## src/hw/rg_pkg.sv

```systemverilog
package rg_pkg;
   // ---------------------------------------------------------------
   // register word offsets (byte addresses, one aligned word each)
   // ---------------------------------------------------------------
   localparam logic [7:0] OFS_CTRL    = 8'h00;
   localparam logic [7:0] OFS_TALO    = 8'h04;
   localparam logic [7:0] OFS_TAHI    = 8'h08;
   localparam logic [7:0] OFS_TILO    = 8'h0C;
   localparam logic [7:0] OFS_TIHI    = 8'h10;
   localparam logic [7:0] OFS_LINE    = 8'h14;
   localparam logic [7:0] OFS_VOH     = 8'h18;
   localparam logic [7:0] OFS_DCOFS   = 8'h1C;
   localparam logic [7:0] OFS_FRHI    = 8'h20;
   localparam logic [7:0] OFS_FRLO    = 8'h24;
   localparam logic [7:0] OFS_AMP     = 8'h28;
   localparam logic [7:0] OFS_EXTV    = 8'h2C;
   localparam logic [7:0] OFS_EXTI    = 8'h30;
   localparam logic [7:0] OFS_PHAS    = 8'h34;
   localparam logic [7:0] OFS_RELAY   = 8'h38;
   localparam logic [7:0] OFS_OVH     = 8'h3C;
   localparam logic [7:0] OFS_SPEED   = 8'h40;
   localparam logic [7:0] OFS_LEADS   = 8'h44;
   // ---------------------------------------------------------------
   // control register fields
   // ---------------------------------------------------------------
   localparam int BIT_TRAP  = 0;
   localparam int BIT_ACTIVE_TIMER_ENABLE  = 3;
   localparam int BIT_INACTIVE_TIMER_ENABLE  = 4;
   localparam int BIT_OSC   = 7;
   // ---------------------------------------------------------------
   // line states
   // ---------------------------------------------------------------
   localparam logic [2:0] LS_OPEN    = 3'h0;
   localparam logic [2:0] LS_ONHOOK  = 3'h2;
   localparam logic [2:0] LS_RINGING = 3'h4;
   // ---------------------------------------------------------------
   // timing
   // ---------------------------------------------------------------
   localparam int CLK_MHZ    = 250;
   localparam int TICK_NS    = 125000;
   localparam int TICK_CYC   = TICK_NS * CLK_MHZ / 1000;
   localparam int MS_TICKS   = 8;
   localparam logic [15:0] RST_ZERO16 = 16'h0000;
   typedef struct packed {
      logic signed [15:0] tipLead;
      logic signed [15:0] ringLead;
   } rg_leads_s;
endpackage : rg_pkg

```

## src/hw/rg_ringing_gen.sv

```systemverilog
// Functional notes
// - drive waveform on both leads in antiphase, differential doubles
// - apply and remove ringing only at on-hook voltage crossings; the code applies it at once and removes it at a crossing or at zero wave
// - sine from two-pole resonator, programmable coefficient and amplitude
// - resonator makes one sample per millisecond
// - add programmed dc offset to either waveshape
// - active and inactive 16-bit cadence timers, 125 us units
// - cadence timers govern entry and exit of the ringing state
// - writing ringing code into line state field starts ringing
// - active timer expiry stops ringing, line goes on-hook transmission
// - inactive timer expiry restarts ringing while enabled and selected
// - trapezoid ramps by frequency step per sample up to amplitude
// - trapezoid initial phase is period count in 8 kHz samples
// - trapezoid amplitude scaled against 160.8 V full scale
// - cadence timers behave the same for trapezoid
//
// Implementation choices: the Wishbone register port and the placing of the registers.
`timescale 1ns/1ps
`default_nettype none
module rg_ringing_gen
   import rg_pkg::*;
#(
   parameter int TICK_CYCLES = TICK_CYC
) (
   // clock and reset
   input  wire logic        mclk,
   input  wire logic        resetn,
   // wishbone slave
   input  wire logic        wb_cyc_i,
   input  wire logic        wb_stb_i,
   input  wire logic        wb_we_i,
   input  wire logic [7:0]  wb_adr_i,
   input  wire logic [31:0] wb_dat_i,
   input  wire logic [3:0]  wb_sel_i,
   output var  logic [31:0] wb_dat_o,
   output var  logic        wb_ack_o,
   // external ringer sense samples
   input  wire logic [15:0] extVoltageSense,
   input  wire logic [15:0] extCurrentSense,
   // line drive
   output var  rg_leads_s   leads,
   output var  logic        ringingOn,
   output var  logic        relayDriverEnable
);
   // ---------------------------------------------------------------
   // elaboration check
   // ---------------------------------------------------------------
   if (TICK_CYCLES < 2) begin : g_chk
      $error("TICK_CYCLES must be at least 2");
   end

   typedef enum logic [1:0] {ST_IDLE, ST_ON, ST_OFF} rg_cad_e;

   // ---------------------------------------------------------------
   // registers
   // ---------------------------------------------------------------
   logic [4:0]  ctrl_q;
   logic [15:0] activePeriod_q;
   logic [15:0] inactivePeriod_q;
   logic [2:0]  lineState_q;
   logic [15:0] onhookVoltage_q;
   logic [15:0] dcOffset_q;
   logic [15:0] freqHigh_q;
   logic [15:0] freqLow_q;
   logic [15:0] amplitude_q;
   logic [15:0] initialPhase_q;
   logic [15:0] overhead_q;
   logic [15:0] speedup_q;
   logic        relay_q;
   logic        ack_q;
   logic [31:0] rdat_q;
   rg_cad_e     cad_q;
   logic [15:0] cadCnt_q;
   logic [31:0] tickCnt_q;
   logic [2:0]  msCnt_q;
   logic        oscOn_q;
   logic signed [23:0] y1_q;
   logic signed [23:0] y2_q;
   logic signed [15:0] wave_q;
   logic        rampUp_q;
   logic [15:0] phaseCnt_q;
   logic signed [15:0] tip_q;
   logic signed [15:0] ring_q;
   // sense synchroniser stages and accepted values
   logic [15:0] extV_a;
   logic [15:0] extV_b;
   logic [15:0] extV_c;
   logic [15:0] extV_q;
   logic [15:0] extI_a;
   logic [15:0] extI_b;
   logic [15:0] extI_c;
   logic [15:0] extI_q;

   // ---------------------------------------------------------------
   // bus decode
   // ---------------------------------------------------------------
   function automatic logic [15:0] wr16(input logic [15:0] old, input logic [31:0] d, input logic [3:0] s);
      wr16 = {s[1] ? d[15:8] : old[15:8], s[0] ? d[7:0] : old[7:0]};
   endfunction : wr16

   wire        busReq    = wb_cyc_i && wb_stb_i && !ack_q;
   wire        busWr     = busReq && wb_we_i;
   wire        wrCtrl    = busWr && wb_adr_i == OFS_CTRL && wb_sel_i[0];
   wire        wrLine    = busWr && wb_adr_i == OFS_LINE && wb_sel_i[0];
   wire        ringReq   = wrLine && wb_dat_i[2:0] == LS_RINGING;
   wire        trapMode  = ctrl_q[BIT_TRAP];
   wire        active_timer_enable      = ctrl_q[BIT_ACTIVE_TIMER_ENABLE];
   wire        inactive_timer_enable      = ctrl_q[BIT_INACTIVE_TIMER_ENABLE];
   wire [2:0]  lineNext  = wrLine ? wb_dat_i[2:0] : lineState_q;

   // read multiplexer
   logic [31:0] rdMux;
   always_comb begin
      rdMux = 32'h0000_0000;
      unique case (wb_adr_i)
         OFS_CTRL:  rdMux[7:0] = {oscOn_q, 2'b00, ctrl_q};
         OFS_TALO:  rdMux[7:0] = activePeriod_q[7:0];
         OFS_TAHI:  rdMux[7:0] = activePeriod_q[15:8];
         OFS_TILO:  rdMux[7:0] = inactivePeriod_q[7:0];
         OFS_TIHI:  rdMux[7:0] = inactivePeriod_q[15:8];
         OFS_LINE:  rdMux[7:0] = {2'b00, lineState_q, lineState_q};
         OFS_VOH:   rdMux[15:0] = onhookVoltage_q;
         OFS_DCOFS: rdMux[15:0] = dcOffset_q;
         OFS_FRHI:  rdMux[15:0] = freqHigh_q;
         OFS_FRLO:  rdMux[15:0] = freqLow_q;
         OFS_AMP:   rdMux[15:0] = amplitude_q;
         OFS_EXTV:  rdMux[15:0] = extV_q;
         OFS_EXTI:  rdMux[15:0] = extI_q;
         OFS_PHAS:  rdMux[15:0] = initialPhase_q;
         OFS_RELAY: rdMux[7:0] = {7'h00, relay_q};
         OFS_OVH:   rdMux[15:0] = overhead_q;
         OFS_SPEED: rdMux[15:0] = speedup_q;
         OFS_LEADS: rdMux = {tip_q, ring_q};
         default:   rdMux = 32'h0000_0000;
      endcase
   end

   // ack and read data, one cycle after request
   always_ff @(posedge mclk) begin
      if (!resetn) begin
         ack_q  <= 1'b0;
         rdat_q <= 32'h0000_0000;
      end else begin
         ack_q  <= busReq;
         rdat_q <= busReq ? rdMux : 32'h0000_0000;
      end
   end

   // ---------------------------------------------------------------
   // software registers
   // ---------------------------------------------------------------
   always_ff @(posedge mclk) begin
      if (!resetn) begin
         ctrl_q           <= 5'h00;
         activePeriod_q   <= RST_ZERO16;
         inactivePeriod_q <= RST_ZERO16;
         onhookVoltage_q  <= RST_ZERO16;
         dcOffset_q       <= RST_ZERO16;
         freqHigh_q       <= RST_ZERO16;
         freqLow_q        <= RST_ZERO16;
         amplitude_q      <= RST_ZERO16;
         initialPhase_q   <= RST_ZERO16;
         overhead_q       <= RST_ZERO16;
         speedup_q        <= RST_ZERO16;
         relay_q          <= 1'b0;
      end else if (busWr) begin
         unique case (wb_adr_i)
            OFS_CTRL:  if (wb_sel_i[0]) ctrl_q <= {wb_dat_i[BIT_INACTIVE_TIMER_ENABLE], wb_dat_i[BIT_ACTIVE_TIMER_ENABLE], 2'b00, wb_dat_i[BIT_TRAP]};
            OFS_TALO:  if (wb_sel_i[0]) activePeriod_q[7:0] <= wb_dat_i[7:0];
            OFS_TAHI:  if (wb_sel_i[0]) activePeriod_q[15:8] <= wb_dat_i[7:0];
            OFS_TILO:  if (wb_sel_i[0]) inactivePeriod_q[7:0] <= wb_dat_i[7:0];
            OFS_TIHI:  if (wb_sel_i[0]) inactivePeriod_q[15:8] <= wb_dat_i[7:0];
            OFS_VOH:   onhookVoltage_q <= wr16(onhookVoltage_q, wb_dat_i, wb_sel_i);
            OFS_DCOFS: dcOffset_q <= wr16(dcOffset_q, wb_dat_i, wb_sel_i);
            OFS_FRHI:  freqHigh_q <= wr16(freqHigh_q, wb_dat_i, wb_sel_i);
            OFS_FRLO:  freqLow_q <= wr16(freqLow_q, wb_dat_i, wb_sel_i);
            OFS_AMP:   amplitude_q <= wr16(amplitude_q, wb_dat_i, wb_sel_i);
            OFS_PHAS:  initialPhase_q <= wr16(initialPhase_q, wb_dat_i, wb_sel_i);
            OFS_RELAY: if (wb_sel_i[0]) relay_q <= wb_dat_i[0];
            OFS_OVH:   overhead_q <= wr16(overhead_q, wb_dat_i, wb_sel_i);
            OFS_SPEED: speedup_q <= wr16(speedup_q, wb_dat_i, wb_sel_i);
            default:   ;
         endcase
      end
   end

   // external sense inputs, three stages, accept when last two agree
   always_ff @(posedge mclk) begin
      if (!resetn) begin
         extV_a <= RST_ZERO16;
         extV_b <= RST_ZERO16;
         extV_c <= RST_ZERO16;
         extV_q <= RST_ZERO16;
         extI_a <= RST_ZERO16;
         extI_b <= RST_ZERO16;
         extI_c <= RST_ZERO16;
         extI_q <= RST_ZERO16;
      end else begin
         extV_a <= extVoltageSense;
         extV_b <= extV_a;
         extV_c <= extV_b;
         extI_a <= extCurrentSense;
         extI_b <= extI_a;
         extI_c <= extI_b;
         if (extV_b == extV_c) extV_q <= extV_c;
         if (extI_b == extI_c) extI_q <= extI_c;
      end
   end

   // ---------------------------------------------------------------
   // 125 us tick and 1 ms sample strobe
   // ---------------------------------------------------------------
   wire tick   = tickCnt_q == 32'(TICK_CYCLES - 1);
   wire msTick = tick && msCnt_q == 3'(MS_TICKS - 1);
   always_ff @(posedge mclk) begin
      if (!resetn) begin
         tickCnt_q <= 32'h0000_0000;
         msCnt_q   <= 3'h0;
      end else begin
         tickCnt_q <= tick ? 32'h0000_0000 : tickCnt_q + 32'h0000_0001;
         if (tick) msCnt_q <= msCnt_q + 3'h1;
      end
   end

   // ---------------------------------------------------------------
   // cadence state machine
   // ---------------------------------------------------------------
   wire cadDone = cadCnt_q == RST_ZERO16;
   always_ff @(posedge mclk) begin
      if (!resetn) begin
         cad_q       <= ST_IDLE;
         cadCnt_q    <= RST_ZERO16;
         lineState_q <= LS_OPEN;
      end else begin
         lineState_q <= lineNext;
         if (ringReq) begin
            cad_q    <= ST_ON;
            cadCnt_q <= activePeriod_q;
         end else if (lineNext != LS_RINGING && cad_q == ST_ON) begin
            cad_q <= ST_IDLE;
         end else if (tick) begin
            unique case (cad_q)
               ST_IDLE: ;
               ST_ON: if (active_timer_enable) begin
                  if (cadDone) begin
                     cad_q       <= ST_OFF;
                     cadCnt_q    <= inactivePeriod_q;
                     lineState_q <= LS_ONHOOK;
                  end else cadCnt_q <= cadCnt_q - 16'h0001;
               end
               ST_OFF: if (inactive_timer_enable) begin
                  if (cadDone) begin
                     cad_q       <= ST_ON;
                     cadCnt_q    <= activePeriod_q;
                     lineState_q <= LS_RINGING;
                  end else cadCnt_q <= cadCnt_q - 16'h0001;
               end
               default: cad_q <= ST_IDLE;
            endcase
         end
      end
   end

   // ---------------------------------------------------------------
   // waveform: resonator or trapezoid ramp
   // ---------------------------------------------------------------
   wire signed [23:0] coeff  = {freqHigh_q[14:3], freqLow_q[14:3]};
   wire signed [47:0] prod   = coeff * y1_q;
   wire signed [23:0] yNext  = 24'(prod >>> 22) - y2_q;
   // trapezoid step is an 8-bit two's complement value, sign extended
   wire signed [15:0] step   = {{8{freqHigh_q[7]}}, freqHigh_q[7:0]};
   wire signed [15:0] ampS   = amplitude_q;
   wire signed [16:0] upVal  = 17'(wave_q) + 17'(step);
   wire signed [16:0] dnVal  = 17'(wave_q) - 17'(step);
   wire signed [16:0] sumOfs = 17'(wave_q) + 17'($signed(dcOffset_q));
   wire signed [15:0] withOfs = sumOfs > 17'sh07FFF ? 16'sh7FFF : sumOfs < -17'sh08000 ? -16'sh8000 : sumOfs[15:0];
   wire signed [15:0] outVal = oscOn_q ? withOfs : 16'sh0000;
   wire        wantRing = cad_q == ST_ON;
   wire        onVoc    = (outVal >= $signed(onhookVoltage_q) && wave_q <= 16'sh0000)
                          || !oscOn_q || (wave_q == 16'sh0000);

   always_ff @(posedge mclk) begin
      if (!resetn) begin
         oscOn_q    <= 1'b0;
         y1_q       <= 24'sh000000;
         y2_q       <= 24'sh000000;
         wave_q     <= 16'sh0000;
         rampUp_q   <= 1'b1;
         phaseCnt_q <= RST_ZERO16;
      end else begin
         if (wantRing != oscOn_q && onVoc && (tick || !oscOn_q)) begin
            oscOn_q <= wantRing;
            if (wantRing) begin
               y1_q       <= 24'(ampS) <<< 8;
               y2_q       <= 24'sh000000;
               wave_q     <= 16'sh0000;
               rampUp_q   <= 1'b1;
               phaseCnt_q <= initialPhase_q;
            end
         end else if (oscOn_q && !trapMode && msTick) begin
            y1_q   <= yNext;
            y2_q   <= y1_q;
            wave_q <= y1_q[23:8];
         end else if (oscOn_q && trapMode && tick) begin
            if (rampUp_q) wave_q <= upVal > 17'(ampS) ? ampS : upVal[15:0];
            else wave_q <= dnVal < -17'(ampS) ? -ampS : dnVal[15:0];
            if (phaseCnt_q <= 16'h0004) begin
               phaseCnt_q <= initialPhase_q;
               rampUp_q   <= 1'b1;
            end else begin
               phaseCnt_q <= phaseCnt_q - 16'h0001;
               if (phaseCnt_q == (initialPhase_q >> 1)) rampUp_q <= 1'b0;
            end
         end
      end
   end

   // ---------------------------------------------------------------
   // balanced drive
   // ---------------------------------------------------------------
   // tip carries the wave, ring its negation
   always_ff @(posedge mclk) begin
      if (!resetn) begin
         tip_q  <= 16'sh0000;
         ring_q <= 16'sh0000;
      end else begin
         tip_q  <= outVal;
         ring_q <= -outVal;
      end
   end

   // ---------------------------------------------------------------
   // outputs, all straight from flip-flops
   // ---------------------------------------------------------------
   assign wb_ack_o          = ack_q;
   assign wb_dat_o          = rdat_q;
   assign leads             = '{tipLead: tip_q, ringLead: ring_q};
   assign ringingOn         = oscOn_q;
   assign relayDriverEnable = relay_q;
endmodule : rg_ringing_gen
`default_nettype wire

```

## config.mk

```make
export PLATFORM = sky130hd
export DESIGN_NAME = rg_ringing_gen
export DESIGN_NICKNAME = d
export VERILOG_FILES = /design/src/hw/rg_pkg.sv /design/src/hw/rg_ringing_gen.sv
export SDC_FILE = /design/constraint.sdc
export NUM_CORES = 2
export LEC_CHECK = 0
export CAP_MARGIN = 20
export CORE_MARGIN = 4
export CORE_UTILIZATION = 66
export CTS_CLUSTER_SIZE = 25
export DETAILED_ROUTE_END_ITERATION = 6
export DONT_BUFFER_PORTS = 1
export GPL_ROUTABILITY_DRIVEN = 0
export PLACE_DENSITY = 0.86
export SETUP_SLACK_MARGIN = 0.5
export SLEW_MARGIN = 15
export SYNTH_ARGS = -nofsm -noshare
export SYNTH_HDL_FRONTEND = slang
export SYNTH_SLANG_ARGS = --single-unit
```

## constraint.sdc

```tcl
create_clock -name mclk -period 9.6 [get_ports mclk]
set_input_delay 0.96 -clock mclk [delete_from_list [all_inputs] [get_ports mclk]]
set_output_delay 0.96 -clock mclk [all_outputs]
set_load 0.01 [all_outputs]
```

==> impl_metrics.toml <==
[clock_tree]
htree_levels = 2
clkTransAtPathRegs_ns = 0.07
worstSkewPairLatency_ns = 0.63
cts_tree = "built"
clockRootBuffer = "clkbuf_16"
cts_made_buffers = 50
cts_buffer_depth = 3
clock_sinks = 494

[yosys]
synth_xor_xnor_area_share_pct = 3.85
synth.distinct_cells = 79
synthAdderAreaFrac_pct = 33.2
ys_seq_elements = 494
muxShareOfSynthArea_pct = 1.61
syn_area_per_cell_um2 = 8.64
syn-num-nets = 6192
yosysTopAreaCell = "fa_1"
netlist_area_um2 = 45500
synth_top_area_share_pct = 26.1
yosysSeqAreaShare_pct = 21.8
synth_top_family_by_area = "adder cells"
ys_async_sr_fraction_pct = 0
synth_compound_area_share_pct = 12.0
synth_warnings = 0
ys_top_cells_by_area = "fa_1, dfxtp_1, ha_1, inv_1, nand2_1"
ys.flop_type = "dfxtp_1"
synth-edff-count = 0
yosys.area_share.simple_pct = 19.2
synthCells = 5260

[critical_path]
worst_r2r_endpoint = "y1_q[22]"
critPathMostFrequentCell = "fa_1"
cp_max_fo = 25
required_ns = 10.05
start_kind = "flop"
path_buf_inv = 5
cp-end-kind = "flop"
cpPeakStageDelay_ns = 0.66
crit_family = "adder cells"
r2r_cells = 31
crit_path_top_delay_cell = "fa_2"
crit_arrival_ns = 9.45
crit_type = "flop to flop"
regToRegSetupSlack_ns = 0.60
rr_startpoint = "y1_q[1]"

[run]
cap_violations = 0

[route]
drtPass1Iterations = 7
vias = 38500
drtIter0Drc = 4713
drt-vias-per-instance = 6.33
drt_drc_violations_left = 29
wl_per_cell_um = 22.2
finalWirelength_um = 135000
drt.antenna.violating_nets = 0

[power_and_ir_drop]
power_leakage_nw = 22.0
peakVddDrop_mv = 0.214
finalPower_mw = 4.33
p_per_area_nw_per_um2 = 88.4

[die]
die_y_um = 270
dieWidth_um = 270
initial_core_util_pct = 67.1
io_pins = 148
core_um2 = 67800
placementRows = 95
die_area_um2 = 73100

[final_layout]
nets = 6102
final_cell_mix = "inv_1, nand2_1, fa_1, dfxtp_1, and2_1"
fin_util_pct = 72.4
syn_to_final_growth_pct = 7.87
final_common_cell = "inv_1"
drive_gt1_share_pct = 7.16
final_cells = 6085

[hold_path]
hold_start = "extV_a[12]"
hold_class = "flop to flop"
min_to = "extV_b[12]"
worstHoldPathCells = 1

[place]
hpwl_um = 101000
io_buffers = 0
placed_cells = 5967

[timing]
fin_crit_sh_pct = 93.7
rsz0062_at_grt = "false"
fin_skew_ns = 0.0511
setup_viol = 0
period_minus_slack_ns = 9.00
max_freq_mhz = 111
hold_violations = 0
slew_headroom_pct = 18.5
finalMaxSlewViolations = 0
tightestPinTransition_ns = 1.22
holdWs_ns = 0.427

[grt]
gr-usage-all-layers_pct = 36.2
antenna_found_initial = 4
grt_remaining_overflow = 0
grt_max_degree = 157
grt_pass1_vias = 39000
grt_pass1_wl_um = 210000

[outcome]
status = "complete, but fails checks"
violations = "design-rule violations"
worst reg2reg max path, delay by kind of cell, from the launching register on:
family / cells / cell delay [ns]
AOI/OAI and AO/OA: 7 / 1.38
adders and majority gates: 9 / 4.32
buffers and inverters: 5 / 0.57
and+or+nand+nor: 8 / 1.86
xor gates and xnor gates: 2 / 0.40
DFF: 1 / 0.35
registers in the layout, indices dropped and copies added, names as in the netlist, 24 cells and up:
register   cells
wb_dat_o      32
y2_q          24
y1_q          24
tickCnt_q     32
repair_timing:
action / CTS / global route
endpoints found under the hold margin: 0 / 0
cloned: 0 / 1
gates resized for setup: 24 / 109
hold buffers: 0 / 0
setup endpoints to repair: 14 / 14
buffers inserted: 0 / 19
pin swaps: 2 / 43
worst max-delay path by stage:
stage,depth (start not counted),endpoint,from
after floorplan,37,y1_q[23],y1_q[3]
after global placement,32,y1_q[22],freqLow_q[13]
after detailed placement,32,y1_q[22],freqLow_q[13]
after CTS,33,y1_q[22],y1_q[0]
after global routing,35,y1_q[23],y1_q[0]
final,31,y1_q[22],y1_q[1]
power by group:
| group | internal (mW) | switching [mW] |
|---|---|---|
| Combinational | 0.0286 | 0.0551 |
| Clock | 1.28 | 0.896 |
| Sequential | 2.07 | 0.0114 |
| Total | 3.37 | 0.963 |
routing by layer:
metal	vias up	track usage [%]	wire (um)
li1	16900	-	-
met1	18500	43.6	46200
met2	2452	57.3	60700
met3	711	9.90	16500
met4	2	23.5	11700
met5	-	0	11
cell families after synthesis:
group / Yosys count
AOI/OAI and AO/OA: 854
xor gates and xnor gates: 200
adders and majority gates: 851
buffers and inverters: 1010
DFF: 494
muxes: 72
and+or+nand+nor: 1779
Yosys cell counts, drive strengths merged (19+ instances only):
library cell / instances
and2: 379
inv: 705
dfxtp: 494
a21o: 40
clkbuf: 282
nor3: 64
nand3: 228
o21ai: 131
fa: 592
a21oi: 328
a31oi: 42
nand2: 647
a222oi: 19
nand4: 31
mux2i: 62
a22o: 27
a211oi: 34
o211ai: 33
o21a: 36
a221oi: 43
or3: 21
xor2: 103
ha: 259
and3: 30
nand2b: 23
a22oi: 19
nor2: 229
xnor2: 97
buf: 23
nor4: 34
nor2b: 36
stage by stage:
step | cell area (um2) | TNS, ns | setup slack [ns]
floorplan | 45500 | 0 | 0.731
global placement | 46500 | -0.192 | -0.133
detailed placement | 46500 | -0.739 | -0.312
CTS | 48500 | 0 | 0.478
global route | 49000 | 0 | 0.309
finish | 49000 | 0 | 0.602
final cells by class:
| cell class | count | area, um2 |
|---|---|---|
| Sequential cell | 494 | 9930 |
| Antenna cell | 1 | 2.50 |
| Timing Repair Buffer | 163 | 1480 |
| Fill cell | 4686 | 18700 |
| Inverter | 705 | 2660 |
| Clock buffer | 69 | 1470 |
| Clock inverter | 24 | 372 |
| Tap cell | 873 | 1090 |
| Multi-Input combinational cell | 3756 | 32000 |
Power figures use the tool's default switching activity.
